**config.mk**
```make
export PLATFORM = sky130hd
export DESIGN_NAME = cise_exec
export DESIGN_NICKNAME = d
export VERILOG_FILES = /design/src/cise_pkg.sv /design/src/cise_exec.sv
export VERILOG_INCLUDE_DIRS = /design/src
export SDC_FILE = /design/constraint.sdc
export NUM_CORES = 1
export LEC_CHECK = 0
export BUFFER_PORTS_ARGS = -buffer_cell sky130_fd_sc_hd__buf_2
export CAP_MARGIN = 20
export CORE_ASPECT_RATIO = 1.25
export CORE_MARGIN = 4
export CORE_UTILIZATION = 30
export DETAILED_ROUTE_END_ITERATION = 12
export GPL_ROUTABILITY_DRIVEN = 0
export PLACE_DENSITY = 0.44
export SLEW_MARGIN = 20
export SYNTH_ARGS = -nofsm -noshare
export SYNTH_HDL_FRONTEND = slang
export SYNTH_SLANG_ARGS = --single-unit
```
**constraint.sdc**
```tcl
create_clock -name sys_clk -period 12 [get_ports sys_clk]
set_input_delay 1.2 -clock sys_clk [delete_from_list [all_inputs] [get_ports sys_clk]]
set_output_delay 1.2 -clock sys_clk [all_outputs]
set_load 0.01 [all_outputs]
```
**src/cise_cfg.svh**
```systemverilog
// Offsets, field positions, reset values and cycle counts of the execution block.
// Assumes inclusion by the top module cise_exec only.
`ifndef CISE_CFG_SVH
`define CISE_CFG_SVH

// Register byte offsets
`define CISE_OFS_CTRL      8'h00
`define CISE_OFS_OPA       8'h04
`define CISE_OFS_OPB       8'h08
`define CISE_OFS_OFFSET    8'h0c
`define CISE_OFS_PC        8'h10
`define CISE_OFS_ZPTR      8'h14
`define CISE_OFS_STATUS_FLAGS_REGISTER      8'h18
`define CISE_OFS_IOREG     8'h1c
`define CISE_OFS_RESULT    8'h20
`define CISE_OFS_RETADDR   8'h24
`define CISE_OFS_INFO      8'h28

// Control word fields
`define CISE_CTRL_OP_LSB   0
`define CISE_CTRL_OP_MSB   5
`define CISE_CTRL_BIT_LSB  8
`define CISE_CTRL_BIT_MSB  10
`define CISE_CTRL_TWO_WORD 12
`define CISE_CTRL_START    16

// Status flag positions
`define CISE_FLAG_C        0
`define CISE_FLAG_Z        1
`define CISE_FLAG_N        2
`define CISE_FLAG_V        3
`define CISE_FLAG_S        4
`define CISE_FLAG_H        5
`define CISE_FLAG_T        6
`define CISE_FLAG_I        7

// Reset values and the all-ones mask
`define CISE_RST_BYTE      8'h00
`define CISE_RST_WORD      16'h0000
`define CISE_ALL_ONES      8'hff

// Cycle counts
`define CISE_CYC_ONE       2'd1
`define CISE_CYC_TWO       2'd2
`define CISE_CYC_THREE     2'd3

`endif

```
**src/cise_pkg.sv**
```systemverilog
// Types shared by the execution block: operation codes and bus state.
// Assumes nothing beyond the constants header.
package cise_pkg;

   // Operation codes written into the control register
   typedef enum logic [5:0] {
      set_bits_with_mask         = 6'h00,
      clear_bits_with_mask       = 6'h01,
      test_register              = 6'h02,
      relative_jump              = 6'h03,
      indirect_jump_via_pointer  = 6'h04,
      relative_subroutine_call   = 6'h05,
      indirect_call_via_pointer  = 6'h06,
      compare_skip_equal         = 6'h07,
      compare_reg                = 6'h08,
      compare_with_carry         = 6'h09,
      compare_with_immediate     = 6'h0a,
      skip_reg_bit_clear         = 6'h0b,
      skip_reg_bit_set           = 6'h0c,
      skip_io_bit_clear          = 6'h0d,
      skip_io_bit_set            = 6'h0e,
      branch_status_bit_set      = 6'h0f,
      branch_status_bit_clear    = 6'h10,
      branch_signed_ge           = 6'h11,
      branch_signed_lt           = 6'h12,
      branch_half_carry_set      = 6'h13,
      branch_half_carry_clear    = 6'h14,
      branch_transfer_flag_set   = 6'h15,
      branch_transfer_flag_clear = 6'h16,
      branch_overflow_set        = 6'h17,
      branch_overflow_clear      = 6'h18,
      branch_irq_enabled         = 6'h19,
      branch_irq_disabled        = 6'h1a,
      branch_unsigned_ge         = 6'h1b,
      branch_unsigned_lt         = 6'h1c,
      branch_carry_set           = 6'h1d,
      branch_carry_clear         = 6'h1e,
      set_io_bit                 = 6'h1f,
      clear_io_bit               = 6'h20,
      shift_left_logical         = 6'h21,
      shift_right_logical        = 6'h22,
      bitwise_invert             = 6'h23,
      arith_sign_invert          = 6'h24,
      add_one_step               = 6'h25,
      subtract_one_step          = 6'h26,
      zero_fill_register         = 6'h27,
      ones_fill_register         = 6'h28
   } cise_op_type;

   // Bus answer state
   typedef enum logic [0:0] {
      cise_bus_idle   = 1'b0,
      cise_bus_answer = 1'b1
   } cise_bus_type;

endpackage : cise_pkg

```
**src/cise_exec.sv**
```systemverilog
// Execution unit for a subset of an 8-bit core's instructions, reached over Avalon-MM.
// Assumes one 20 MHz clock, synchronous active-high reset and a master that holds
// each request until it sees waitrequest low.
//
// How it works
// - OR mask into register, Z N V
// - AND with inverted mask, Z N V
// - AND register with itself, Z N V
// - Jumps: relative or via Z, 2 cycles
// - Calls: relative or via Z, 3 cycles
// - Skip next if registers equal, 1/2/3
// - Compares subtract without writing, five flags
// - Skip on register bit clear or set
// - Skip on I/O bit clear or set
// - Branch on chosen status bit, 1/2 cycles
// - Signed branches use N xor V
// - Half-carry and T branches, both forms
// - Overflow branches, set or clear
// - Interrupt-enable branches, set or clear
// - Carry branches for unsigned comparisons
// - Set or clear one I/O bit, 2 cycles
// - Shift left, zero into bit 0
// - Shift right, zero into bit 7
`include "cise_cfg.svh"

module cise_exec
(
   // Clock and reset
   input  wire logic        sys_clk,
   input  wire logic        srst,
   // Avalon-MM slave
   input  wire logic [7:0]  avs_address,
   input  wire logic        avs_read,
   input  wire logic        avs_write,
   input  wire logic [31:0] avs_writedata,
   output logic      [31:0] avs_readdata,
   output logic             avs_waitrequest,
   // Completion of an operation
   output logic             exec_done
);
   import cise_pkg::*;

   // Architectural and operand state
   logic [7:0]   opa;
   logic [7:0]   opb;
   logic [11:0]  offset;
   logic [15:0]  pc;
   logic [15:0]  zptr;
   logic [7:0]   status_flags_register;
   logic [7:0]   ioreg;
   logic [7:0]   result;
   logic [15:0]  retaddr;
   cise_op_type  op;
   logic [2:0]   bitsel;
   logic         two_word;
   logic         busy;
   logic [1:0]   cyc_left;
   logic [1:0]   cyc_last;
   cise_bus_type bus_state;

   // Computed results
   logic [7:0]   next_result;
   logic [7:0]   next_status_flags_register;
   logic [7:0]   next_io;
   logic [15:0]  next_pc;
   logic [15:0]  next_ret;
   logic [1:0]   next_cycles;

   logic         bus_take;
   logic         wr_take;
   logic         start_take;
   logic         commit;

   // Relative target: pc plus signed offset plus one
   function automatic logic [15:0] rel_target(input logic [15:0] base,
                                              input logic [11:0] k);
      rel_target = base + {{4{k[11]}}, k} + 16'h0001;
   endfunction : rel_target

   // Subtraction with flag update; result in low byte, flags C Z N V H above
   function automatic logic [12:0] sub_flags(input logic [7:0] a,
                                             input logic [7:0] b,
                                             input logic       cin,
                                             input logic       zkeep);
      logic [7:0] r;
      logic       c;
      logic       h;
      logic       v;
      logic       z;
      r = a - b - {7'h00, cin};
      h = (~a[3] & b[3]) | (b[3] & r[3]) | (r[3] & ~a[3]);
      v = (a[7] & ~b[7] & ~r[7]) | (~a[7] & b[7] & r[7]);
      c = (~a[7] & b[7]) | (b[7] & r[7]) | (r[7] & ~a[7]);
      z = (r == 8'h00) & zkeep;
      sub_flags = {h, v, r[7], z, c, r};
   endfunction : sub_flags

   // Skip step: two words for a one-word successor, three for a two-word one
   function automatic logic [15:0] skip_target(input logic [15:0] base,
                                               input logic        two);
      skip_target = base + (two ? 16'h0003 : 16'h0002);
   endfunction : skip_target

   // Bus request handshake and write strobes
   assign bus_take   = (avs_read | avs_write) & (bus_state == cise_bus_idle);
   assign wr_take    = avs_write & (bus_state == cise_bus_answer);
   assign start_take = wr_take & (avs_address == `CISE_OFS_CTRL)
                       & avs_writedata[`CISE_CTRL_START] & ~busy;

   // Last execution cycle; operands are frozen while busy, so the datapath holds still
   assign commit = busy & (((cyc_left == 2'd0) & (next_cycles == `CISE_CYC_ONE))
                   | (cyc_left == 2'd1));

   // Operation datapath
   always_comb
   begin
      logic [12:0] cmp;
      logic        cond;
      logic        is_branch;
      logic        is_skip;
      cmp         = 13'h0000;
      cond        = 1'b0;
      is_branch   = op inside {[branch_status_bit_set:branch_carry_clear]};
      is_skip     = op inside {compare_skip_equal, [skip_reg_bit_clear:skip_io_bit_set]};
      next_result = opa;
      next_status_flags_register   = status_flags_register;
      next_io     = ioreg;
      next_pc     = pc + 16'h0001;
      next_ret    = retaddr;
      next_cycles = `CISE_CYC_ONE;
      case (op)
         set_bits_with_mask:      next_result = opa | opb;
         clear_bits_with_mask:    next_result = opa & (`CISE_ALL_ONES - opb);
         test_register:           next_result = opa & opa;
         relative_jump, relative_subroutine_call:
            next_pc = rel_target(pc, offset);
         indirect_jump_via_pointer, indirect_call_via_pointer:
            next_pc = zptr;
         compare_skip_equal:      cond = (opa == opb);
         compare_reg, compare_with_immediate:
            cmp = sub_flags(opa, opb, 1'b0, 1'b1);
         compare_with_carry:
            cmp = sub_flags(opa, opb, status_flags_register[`CISE_FLAG_C], status_flags_register[`CISE_FLAG_Z]);
         skip_reg_bit_clear:      cond = ~opa[bitsel];
         skip_reg_bit_set:        cond = opa[bitsel];
         skip_io_bit_clear:       cond = ~ioreg[bitsel];
         skip_io_bit_set:         cond = ioreg[bitsel];
         branch_status_bit_set:   cond = status_flags_register[bitsel];
         branch_status_bit_clear: cond = ~status_flags_register[bitsel];
         branch_signed_ge:
            cond = ((status_flags_register[`CISE_FLAG_N] ^ status_flags_register[`CISE_FLAG_V]) == 1'b0);
         branch_signed_lt:
            cond = ((status_flags_register[`CISE_FLAG_N] ^ status_flags_register[`CISE_FLAG_V]) == 1'b1);
         branch_half_carry_set, branch_half_carry_clear:
            cond = status_flags_register[`CISE_FLAG_H] ^ (op == branch_half_carry_clear);
         branch_transfer_flag_set, branch_transfer_flag_clear:
            cond = status_flags_register[`CISE_FLAG_T] ^ (op == branch_transfer_flag_clear);
         branch_overflow_set, branch_overflow_clear:
            cond = status_flags_register[`CISE_FLAG_V] ^ (op == branch_overflow_clear);
         branch_irq_enabled, branch_irq_disabled:
            cond = status_flags_register[`CISE_FLAG_I] ^ (op == branch_irq_disabled);
         branch_unsigned_ge, branch_carry_clear:
            cond = ~status_flags_register[`CISE_FLAG_C];
         branch_unsigned_lt, branch_carry_set:
            cond = status_flags_register[`CISE_FLAG_C];
         set_io_bit:              next_io[bitsel] = 1'b1;
         clear_io_bit:            next_io[bitsel] = 1'b0;
         shift_left_logical:      next_result = {opa[6:0], 1'b0};
         shift_right_logical:     next_result = {1'b0, opa[7:1]};
         bitwise_invert:          next_result = `CISE_ALL_ONES - opa;
         arith_sign_invert:       next_result = 8'h00 - opa;
         add_one_step:            next_result = opa + 8'h01;
         subtract_one_step:       next_result = opa - 8'h01;
         zero_fill_register:      next_result = opa ^ opa;
         ones_fill_register:      next_result = `CISE_ALL_ONES;
         default:                 next_result = opa;
      endcase

      // Cycle counts, return address, taken branch and skip targets
      if (op inside {relative_jump, indirect_jump_via_pointer, set_io_bit, clear_io_bit})
         next_cycles = `CISE_CYC_TWO;
      if (op inside {relative_subroutine_call, indirect_call_via_pointer})
      begin
         next_ret    = pc + 16'h0001;
         next_cycles = `CISE_CYC_THREE;
      end
      if (is_branch & cond)
      begin
         next_pc     = rel_target(pc, offset);
         next_cycles = `CISE_CYC_TWO;
      end
      if (is_skip & cond)
      begin
         next_pc     = skip_target(pc, two_word);
         next_cycles = two_word ? `CISE_CYC_THREE : `CISE_CYC_TWO;
      end

      // Status flag update
      case (op)
         set_bits_with_mask, clear_bits_with_mask, test_register, zero_fill_register:
         begin
            next_status_flags_register[`CISE_FLAG_Z] = (next_result == 8'h00);
            next_status_flags_register[`CISE_FLAG_N] = next_result[7];
            next_status_flags_register[`CISE_FLAG_V] = 1'b0;
         end
         add_one_step, subtract_one_step:
         begin
            next_status_flags_register[`CISE_FLAG_Z] = (next_result == 8'h00);
            next_status_flags_register[`CISE_FLAG_N] = next_result[7];
            next_status_flags_register[`CISE_FLAG_V] = (op == add_one_step) ? (next_result == 8'h80)
                                                           : (next_result == 8'h7f);
         end
         compare_reg, compare_with_carry, compare_with_immediate:
         begin
            next_status_flags_register[`CISE_FLAG_C] = cmp[8];
            next_status_flags_register[`CISE_FLAG_Z] = cmp[9];
            next_status_flags_register[`CISE_FLAG_N] = cmp[10];
            next_status_flags_register[`CISE_FLAG_V] = cmp[11];
            next_status_flags_register[`CISE_FLAG_H] = cmp[12];
         end
         shift_left_logical, shift_right_logical:
         begin
            next_status_flags_register[`CISE_FLAG_Z] = (next_result == 8'h00);
            next_status_flags_register[`CISE_FLAG_C] = (op == shift_left_logical) ? opa[7] : opa[0];
            next_status_flags_register[`CISE_FLAG_N] = next_result[7];
            next_status_flags_register[`CISE_FLAG_V] = next_result[7] ^ next_status_flags_register[`CISE_FLAG_C];
         end
         bitwise_invert:
         begin
            next_status_flags_register[`CISE_FLAG_Z] = (next_result == 8'h00);
            next_status_flags_register[`CISE_FLAG_C] = 1'b1;
            next_status_flags_register[`CISE_FLAG_N] = next_result[7];
            next_status_flags_register[`CISE_FLAG_V] = 1'b0;
         end
         arith_sign_invert:
         begin
            next_status_flags_register[`CISE_FLAG_Z] = (next_result == 8'h00);
            next_status_flags_register[`CISE_FLAG_C] = (next_result != 8'h00);
            next_status_flags_register[`CISE_FLAG_N] = next_result[7];
            next_status_flags_register[`CISE_FLAG_V] = (next_result == 8'h80);
            next_status_flags_register[`CISE_FLAG_H] = next_result[3] | opa[3];
         end
         default: next_status_flags_register = status_flags_register;
      endcase
   end

   // Bus answer state: one wait cycle, then one answer cycle
   always_ff @(posedge sys_clk)
   begin
      if (srst)
         bus_state <= cise_bus_idle;
      else if (bus_take)
         bus_state <= cise_bus_answer;
      else
         bus_state <= cise_bus_idle;
   end

   // Waitrequest low only in the answer cycle
   always_ff @(posedge sys_clk)
   begin
      if (srst)
         avs_waitrequest <= 1'b1;
      else
         avs_waitrequest <= ~bus_take;
   end

   // Read data captured as the answer cycle begins
   always_ff @(posedge sys_clk)
   begin
      if (srst)
         avs_readdata <= 32'h0000_0000;
      else if (bus_take & avs_read)
      begin
         case (avs_address)
            `CISE_OFS_CTRL:    avs_readdata <= {15'h0000, busy, 3'h0, two_word,
                                                1'b0, bitsel, 2'h0, op};
            `CISE_OFS_OPA:     avs_readdata <= {24'h000000, opa};
            `CISE_OFS_OPB:     avs_readdata <= {24'h000000, opb};
            `CISE_OFS_OFFSET:  avs_readdata <= {20'h00000, offset};
            `CISE_OFS_PC:      avs_readdata <= {16'h0000, pc};
            `CISE_OFS_ZPTR:    avs_readdata <= {16'h0000, zptr};
            `CISE_OFS_STATUS_FLAGS_REGISTER:    avs_readdata <= {24'h000000, status_flags_register};
            `CISE_OFS_IOREG:   avs_readdata <= {24'h000000, ioreg};
            `CISE_OFS_RESULT:  avs_readdata <= {24'h000000, result};
            `CISE_OFS_RETADDR: avs_readdata <= {16'h0000, retaddr};
            `CISE_OFS_INFO:    avs_readdata <= {28'h0000000, cyc_last, cyc_left};
            default:           avs_readdata <= 32'h0000_0000;
         endcase
      end
   end

   // Operand registers, writable only while idle
   always_ff @(posedge sys_clk)
   begin
      if (srst)
      begin
         opa      <= `CISE_RST_BYTE;
         opb      <= `CISE_RST_BYTE;
         offset   <= 12'h000;
         zptr     <= `CISE_RST_WORD;
         op       <= set_bits_with_mask;
         bitsel   <= 3'h0;
         two_word <= 1'b0;
      end
      else if (wr_take & ~busy)
      begin
         case (avs_address)
            `CISE_OFS_OPA:    opa    <= avs_writedata[7:0];
            `CISE_OFS_OPB:    opb    <= avs_writedata[7:0];
            `CISE_OFS_OFFSET: offset <= avs_writedata[11:0];
            `CISE_OFS_ZPTR:   zptr   <= avs_writedata[15:0];
            `CISE_OFS_CTRL:
            begin
               op       <= cise_op_type'(avs_writedata[`CISE_CTRL_OP_MSB:`CISE_CTRL_OP_LSB]);
               bitsel   <= avs_writedata[`CISE_CTRL_BIT_MSB:`CISE_CTRL_BIT_LSB];
               two_word <= avs_writedata[`CISE_CTRL_TWO_WORD];
            end
            default:          opa    <= opa;
         endcase
      end
   end

   // Cycle counter: a start with an operation runs it on the following edge
   always_ff @(posedge sys_clk)
   begin
      if (srst)
      begin
         busy     <= 1'b0;
         cyc_left <= 2'd0;
         cyc_last <= 2'd0;
      end
      else if (start_take)
      begin
         busy     <= 1'b1;
         cyc_left <= 2'd0;
      end
      else if (busy & (cyc_left == 2'd0))
      begin
         cyc_left <= next_cycles - 2'd1;
         cyc_last <= next_cycles;
         busy     <= (next_cycles != `CISE_CYC_ONE);
      end
      else if (busy)
      begin
         cyc_left <= cyc_left - 2'd1;
         busy     <= (cyc_left != 2'd1);
      end
   end

   // Architectural commit on the last cycle, else software writes while idle
   always_ff @(posedge sys_clk)
   begin
      if (srst)
      begin
         pc      <= `CISE_RST_WORD;
         status_flags_register    <= `CISE_RST_BYTE;
         ioreg   <= `CISE_RST_BYTE;
         result  <= `CISE_RST_BYTE;
         retaddr <= `CISE_RST_WORD;
      end
      else if (commit)
      begin
         pc      <= next_pc;
         status_flags_register    <= next_status_flags_register;
         ioreg   <= next_io;
         result  <= next_result;
         retaddr <= next_ret;
      end
      else if (wr_take & ~busy)
      begin
         case (avs_address)
            `CISE_OFS_PC:    pc    <= avs_writedata[15:0];
            `CISE_OFS_STATUS_FLAGS_REGISTER:  status_flags_register  <= avs_writedata[7:0];
            `CISE_OFS_IOREG: ioreg <= avs_writedata[7:0];
            default:         pc    <= pc;
         endcase
      end
   end

   // Completion pulse in the cycle after commit
   always_ff @(posedge sys_clk)
   begin
      if (srst)
         exec_done <= 1'b0;
      else
         exec_done <= commit;
   end

endmodule : cise_exec

```
## Yosys cells after proc, flatten, opt, wreduce, memory -nomap -nowiden

Index checks and enable logic that the tools add are counted.
Widths: inputs -> output; s select.

- $add $sub $neg: 13
- Magnitude comparators: 6
- Equality and inequality tests: 61
- Mux-type cells: 42
- Bitwise operators: 69
- Reduce and logical (&&, ||, !) cells: 45

Operators by type and width:

| cell | number |
|---|---|
| $pmux 17 s11 | 1 |
| $eq 6x5->1 const B | 16 |
| $pmux 8 s11 | 1 |
| $mux 16 | 5 |
| $eq 6x6->1 const B | 9 |
| $eq 6x4->1 const B | 8 |
| $add 16x1->16 const B | 2 |
| $eq 8x5->1 const B | 4 |
| $logic_not 8->1 | 4 |
| $pmux 16 s2 | 1 |
| $and 1x1->1 | 28 |
| $pmux 13 s2 | 1 |
| $and 8x8->8 | 3 |
| $eq 6x3->1 const B | 4 |
| $eq 8x6->1 const B | 3 |
| $mux 8 | 3 |
| $reduce_or 2->1 | 12 |
| $mux 6 | 3 |
| $add 16x16->16 | 1 |
| $add 16x2->16 | 1 |
| $eq 8x4->1 const B | 2 |
| $or 8x8->8 | 2 |
| $pmux 8 s2 | 1 |
| $reduce_and 2->1 | 8 |
| other kinds (45) | 113 |

- Flip-flop bits (word level): 150
- Bits of input ports: 44
- Output and inout port bits: 34

## Depth between registers and ports, before layout

- Depth in word-level cells: 13
- Mapped depth: 22
- Gate-level depth less buffers: 20

## Worst setup path before layout

No wires, ideal clock.

- Path type: reg-to-reg
- From: register opa[1]
- To: register result[7]
- Setup time: 70 ps
- Data arrival time: 4522 ps
- Required time: 11930 ps
- Slack: 7407 ps
- Cell stages (with the launch flop): 21
- Path buffers: 5
- Clock period less this slack: 4593 ps
- Path through: dfxtp_1 -> buf_1 -> inv_1 -> ha_1 -> or4_1 -> or4_1 -> o211ai_2 -> a2111oi_4 -> inv_2 -> o21ai_4 -> buf_6 -> a22oi_2 -> inv_1 -> ha_1 -> and2_1 -> o21ai_1 -> clkbuf_1 -> buf_1 -> buf_1 -> nand2_1 -> a21oi_1

- Cells in the longest elaborated chain, start to end: 11
- Elaborated cells between the ends (all ways): 18
- Classes of those cells: add/sub (4); eq/ne (2); mux (6); bitwise (6)

Ends and longest elaborated chain:

| what | RTL line | text |
|---|---|---|
| start, declared | cise_exec.sv:44 | `logic [7:0] opa;` |
| start signal, assigned | cise_exec.sv:297 | `` opa <= `CISE_RST_BYTE; `` |
| start signal, assigned | cise_exec.sv:308 | `` `CISE_OFS_OPA: opa <= avs_writedata[7:0]; `` |
| start signal, assigned | cise_exec.sv:318 | `default: opa <= opa;` |
| $bmux 1 s3 | cise_exec.sv:144, cise_exec.sv:145 |  |
| $mux 1 (not written as such) | cise_exec.sv:144, cise_exec.sv:145 |  |
| $not 1->1 | cise_exec.sv:144 | `skip_reg_bit_clear: cond = ~opa[bitsel];` |
| $pmux 1 s15 * | cise_exec.sv:131 | `case (op)` |
| $and 1x1->1 | cise_exec.sv:187 | `if (is_branch & cond)` |
| $mux 2 | cise_exec.sv:187 |  |
| $mux 2 * | cise_exec.sv:192 | `if (is_skip & cond)` |
| named net next_cycles[0] | cise_exec.sv:67 | `logic [1:0] next_cycles;` |
| $eq 2x1->1 (no source line) * | - |  |
| $and 1x1->1 * | cise_exec.sv:111 | `` assign commit = busy & (((cyc_left == 2'd0) & (next_cycles == `CISE_CYC_ONE)) `` |
| $or 1x1->1 * | cise_exec.sv:111 |  |
| $and 1x1->1 * | cise_exec.sv:111 |  |
| end signal, assigned | cise_exec.sv:358 | `` result <= `CISE_RST_BYTE; `` |
| end signal, assigned | cise_exec.sv:366 | `result <= next_result;` |
| end, declared | cise_exec.sv:51 | `logic [7:0] result;` |

The timed path passes the listed nets; every way through them passes the cells marked *. The select of a mux whose other input is x is not followed.
A chain may end at the register's enable or synchronous reset.

## Worst setup path in the final report

- From: register opa[3]
- To: register status_flags_register[3]

- Cells in the longest elaborated chain, start to end: 13
- Elaborated cells between the ends (all ways): 43
- Classes of those cells: add/sub (6); eq/ne (5); mux (10); bitwise (19); reduce/logical (3)

Ends and longest elaborated chain:

| what | RTL line | text |
|---|---|---|
| $bmux 1 s3 | cise_exec.sv:144, cise_exec.sv:145 |  |
| $mux 1 (not written as such) | cise_exec.sv:144, cise_exec.sv:145 |  |
| $not 1->1 | cise_exec.sv:144 |  |
| $pmux 1 s15 * | cise_exec.sv:131 |  |
| $and 1x1->1 | cise_exec.sv:187 |  |
| $mux 2 | cise_exec.sv:187 |  |
| $mux 2 * | cise_exec.sv:192 |  |
| named net next_cycles[0] | cise_exec.sv:67 |  |
| $eq 2x1->1 (no source line) * | - |  |
| $and 1x1->1 * | cise_exec.sv:111 |  |
| $or 1x1->1 * | cise_exec.sv:111 |  |
| $and 1x1->1 * | cise_exec.sv:111 |  |
| $ne 6x2->1 (no source line) or $reduce_bool 2->1 (tied branches) | - |  |
| $reduce_and 3->1 (no source line) | - |  |
| end signal, assigned | cise_exec.sv:356 | `` status_flags_register <= `CISE_RST_BYTE; `` |
| end signal, assigned | cise_exec.sv:364 | `status_flags_register <= next_status_flags_register;` |
| end signal, assigned | cise_exec.sv:373 | `` `CISE_OFS_STATUS_FLAGS_REGISTER: status_flags_register <= avs_writedata[7:0]; `` |
| end, declared | cise_exec.sv:49 | `logic [7:0] status_flags_register;` |

Marked as above.

==> flow_summary.rst <==
.. list-table::
   :header-rows: 1

   * - Metric
     - Value
   * - Synth Instances
     - 1385
   * - Total net switching power
     - 242 uW
   * - Net total in the final layout
     - 1461
   * - Post-DP HPWL
     - 30800 um
   * - Drt total wl
     - 43800 um
   * - Fraction of layout cells with a size suffix above 1
     - 0.124
   * - Pwr per Cell Area
     - 88.0 mW/mm^2
   * - # Post-CTS Setup Buffers
     - 0
   * - Aggregate global routing overflow
     - 0
   * - Critical path peak fanout
     - 51
   * - Transition time at the pin with the least slew margin
     - 1.15 ns
   * - Number of diodes added for antenna fixing
     - 0
   * - Vias in the first global route
     - 10300
   * - Final setup skew
     - 0.00775 ns
   * - First-pass DRT Iterations
     - 5
   * - Maximum operating frequency
     - 163 MHz
   * - Worst voltage drop across the vdd grid
     - 101 uV
   * - Count of pins over their slew limit
     - 0
   * - Clock Pin Slew Worst Setup and Hold Paths
     - 0.06 ns
   * - Internal Dissipation
     - 778 uW
   * - Pre-CTS WS
     - 5.97 ns
   * - # Max-Cap Violations
     - 0
   * - Filler cell count in the final layout
     - 3753
   * - Internal reg-to-reg setup slack
     - 5.85 ns
   * - DRC viols
     - 0
   * - Via density per instance
     - 5.78
   * - Placeable core region
     - 0.0344 mm^2
   * - Leakage
     - 4.05 nW
   * - Number of enable flip-flop cells after synthesis
     - 0
   * - Design area
     - 0.0116 mm^2
   * - Horizontal die dimension
     - 175 um
   * - PostCTS Resize Cnt
     - 0
   * - Combinational share of power
     - 0.036
   * - Type of the worst setup path
     - reg -> reg
   * - TritonCTS Buffers
     - 17
   * - Count of buffers from port buffering
     - 47
   * - Smallest setup slack after layout
     - 5.85 ns
   * - Asr flop ratio synth
     - 0
   * - CTS tree
     - done
   * - Post-Route Setup TNS
     - 0 ns
   * - Status
     - completed
   * - Iteration-0 DRC Markers
     - 967
   * - Endpoint class of the critical path
     - flip-flop
   * - Die height
     - 217 um
   * - Combined global-route utilization of all metal layers
     - 0.227
   * - Yosys reg bits
     - 135
   * - Area after detailed placement
     - 0.0110 mm^2
   * - H-tree depth
     - 4
   * - Die area
     - 0.0379 mm^2
   * - Fin crit period
     - 6.15 ns
   * - Hold crit path type
     - reg -> reg
   * - Worst setup path start
     - opa[3]
   * - P&R area growth vs syn
     - 11.0%
   * - Post-DRT Antenna Nets
     - 0
   * - Placement Rows
     - 76
   * - Sequential power share
     - 0.440
   * - Synth cell types
     - 101
   * - CP arrival
     - 6.49 ns
   * - Maximum number of pins on one net before global-route repair
     - 71
   * - Source-to-sink clock delay at the later pin of the worst-skew pair
     - 0.45 ns
   * - End of the worst register-to-register path
     - status_flags_register[3]
   * - Clock tree sinks
     - 135
   * - Worst hold path cell count
     - 2
   * - DR vias
     - 10700
   * - Count of endpoints failing setup in the final report
     - 0
   * - Clock network fraction of total power
     - 0.523
   * - I/O pin total
     - 78
   * - Headroom to the max-slew limit
     - 0.234
   * - Starting density of the core
     - 0.303
   * - Sequential-to-total area share from yosys stat
     - 0.259
   * - Wire length of the first global-routing pass
     - 65600 um
   * - Period Utilization, post-route
     - 0.513
   * - Maximum number of buffers from clock root to sink
     - 2
   * - Antenna violations before repair
     - 1
   * - Final hold violation count
     - 0
   * - Critical path data required time
     - 12.34 ns
   * - Fraction of power spent switching nets
     - 0.237
   * - Number of buffers inserted by hold repair at cts
     - 0
   * - YS warnings
     - 0
   * - R2R depth
     - 22
   * - Setup repair after global routing missed its margin
     - no
   * - Average routed wire per standard cell
     - 23.7 um
   * - Clock root buffer
     - clkbuf_16
   * - Last element of the critical path
     - status_flags_register[3]
   * - Mean instance size in the synthesized netlist
     - 7.54 um^2
   * - Total power draw
     - 1.02 mW
   * - Prevailing post-synth register cell
     - dfxtp_1
   * - Launching point of the worst reg2reg path
     - opa[3]
   * - Kind of launch point of the worst setup path
     - flip-flop
   * - Mapped cell area
     - 0.0104 mm^2
==> worst min-delay path by stage <==
stage / from / end / slack, ns
floorplan: result[7] / result[7] / 0.44
global placement: result[7] / result[7] / 0.46
detailed placement: result[7] / result[7] / 0.45
CTS: result[7] / result[7] / 0.46
global route: result[7] / result[7] / 0.47
finish: avs_readdata[16] / avs_readdata[16] / 0.46
==> per-stage QoR <==
step                      utilization  hold WS [ns]  instances
after floorplan                     -         0.436       1399
after detailed placement        0.320         0.452       1819
after global placement          0.320         0.455       1819
after CTS                       0.337         0.462       1851
final                           0.337         0.462       1851
after global routing            0.337         0.473       1851
==> synthesized netlist by cell type (14+ instances only) <==
cell / n / area, um^2
dfxtp_1: 135 / 2700
inv_1: 46 / 173
a22oi_1: 27 / 203
a222oi_1: 14 / 140
buf_4: 18 / 135
xnor2_1: 26 / 228
o21ai_0: 64 / 320
nor3_1: 24 / 120
a211oi_1: 29 / 218
buf_2: 22 / 110
a21oi_1: 142 / 711
clkbuf_1: 78 / 293
a221oi_1: 25 / 219
nor2_1: 121 / 454
nand2_1: 181 / 679
nor2b_1: 15 / 93.8
mux2i_1: 29 / 290
ha_1: 43 / 538
nand3_1: 49 / 245
xor2_1: 21 / 184
==> per-layer routing <==
layer  global-route usage  vias to the layer above  part of all wire
li1                     -                     5031                 -
met4                0.118                        0             0.051
met2                0.404                      362              0.50
met5                    0                        -                 0
met1                0.265                     5215              0.40
met3               0.0288                       92             0.046
==> cell usage in the layout, fill, tap and decap left out, types with 10 or more instances in the layout <==
| master | n |
|---|---|
| conb_1 | 15 |
| nor2b_1 | 15 |
| nor3_1 | 23 |
| o21ai_0 | 64 |
| xor2_1 | 21 |
| nand2_1 | 181 |
| buf_4 | 36 |
| a211oi_1 | 29 |
| a222oi_1 | 14 |
| xnor2_1 | 26 |
| nand3_1 | 49 |
| a22o_1 | 12 |
| ha_1 | 43 |
| and3_1 | 11 |
| nor2_1 | 116 |
| nand4_1 | 10 |
| mux2i_1 | 29 |
| dfxtp_1 | 135 |
| nand2b_1 | 11 |
| buf_2 | 46 |
| or4_1 | 11 |
| a21oi_1 | 142 |
| clkbuf_16 | 17 |
| a31oi_1 | 12 |
| inv_1 | 46 |
| a22oi_1 | 27 |
| a221oi_1 | 25 |
==> critical path, stage by stage, from the launching register on <==
cell and delay (ns):
dfxtp_1 0.76, inv_1 0.36, ha_1 0.44, or4_1 0.49, or4_1 0.57, o211ai_2 0.13, a2111oi_4 0.10, nor2b_2 0.13
buf_4 0.26, nor2_1 0.09, a22oi_2 0.24, inv_1 0.08, ha_1 0.17, and2_1 0.19, o21ai_4 0.12, buf_4 0.56
nor2_1 0.14, o21ai_1 0.17, o2bb2ai_1 0.26, a211o_1 0.35, a31oi_1 0.15, o31ai_1 0.09, and3_1 0.17
==> state kept, by name (all words and copies together) (netlist names), named ones only <==
register               flops
two_word                   1
result                     8
bitsel                     3
op                         6
cyc_last                   2
opa                        8
status_flags_register      8
retaddr                   16
offset                    12
bus_state                  1
opb                        8
avs_waitrequest            1
busy                       1
zptr                      16
cyc_left                   2
pc                        16
avs_readdata              17
exec_done                  1
==> cell families (layout without fill, tap and decap cells) <==
| group | after synthesis | count (layout) | synth area share |
|---|---|---|---|
| compound gates | 446 | 446 | 0.301 |
| xor+xnor | 47 | 47 | 0.0394 |
| fa+ha+maj | 47 | 47 | 0.0592 |
| buf+inv | 177 | 161 | 0.0772 |
| flops | 135 | 135 | 0.259 |
| mux | 33 | 33 | 0.0353 |
| other cells | 1 | 15 | 0.000359 |
| simple gates | 499 | 499 | 0.229 |
==> cell type report <==
| cell class | count | area (um^2) | share of cell area |
|---|---|---|---|
| Inverter | 47 | 176 | 0.0152 |
| Multi-Input combinational cell | 1087 | 7040 | 0.607 |
| Clock buffer | 25 | 526 | 0.0453 |
| Clock inverter | 7 | 65.1 | 0.00561 |
| Sequential cell | 135 | 2700 | 0.233 |
| Tap cell | 468 | 586 | 0.0505 |
| Timing Repair Buffer | 82 | 500 | 0.0432 |
==> power by group through the flow <==
stage	clock network [mW]	registers (mW)	logic [mW]
after floorplan	0	0.459	0.0216
after global placement	0	0.459	0.0375
after detailed placement	0	0.459	0.0374
after CTS	0.547	0.449	0.0374
after global routing	0.564	0.449	0.0397
final	0.534	0.449	0.0371
No activity file was read; power rests on OpenSTA's default activity.
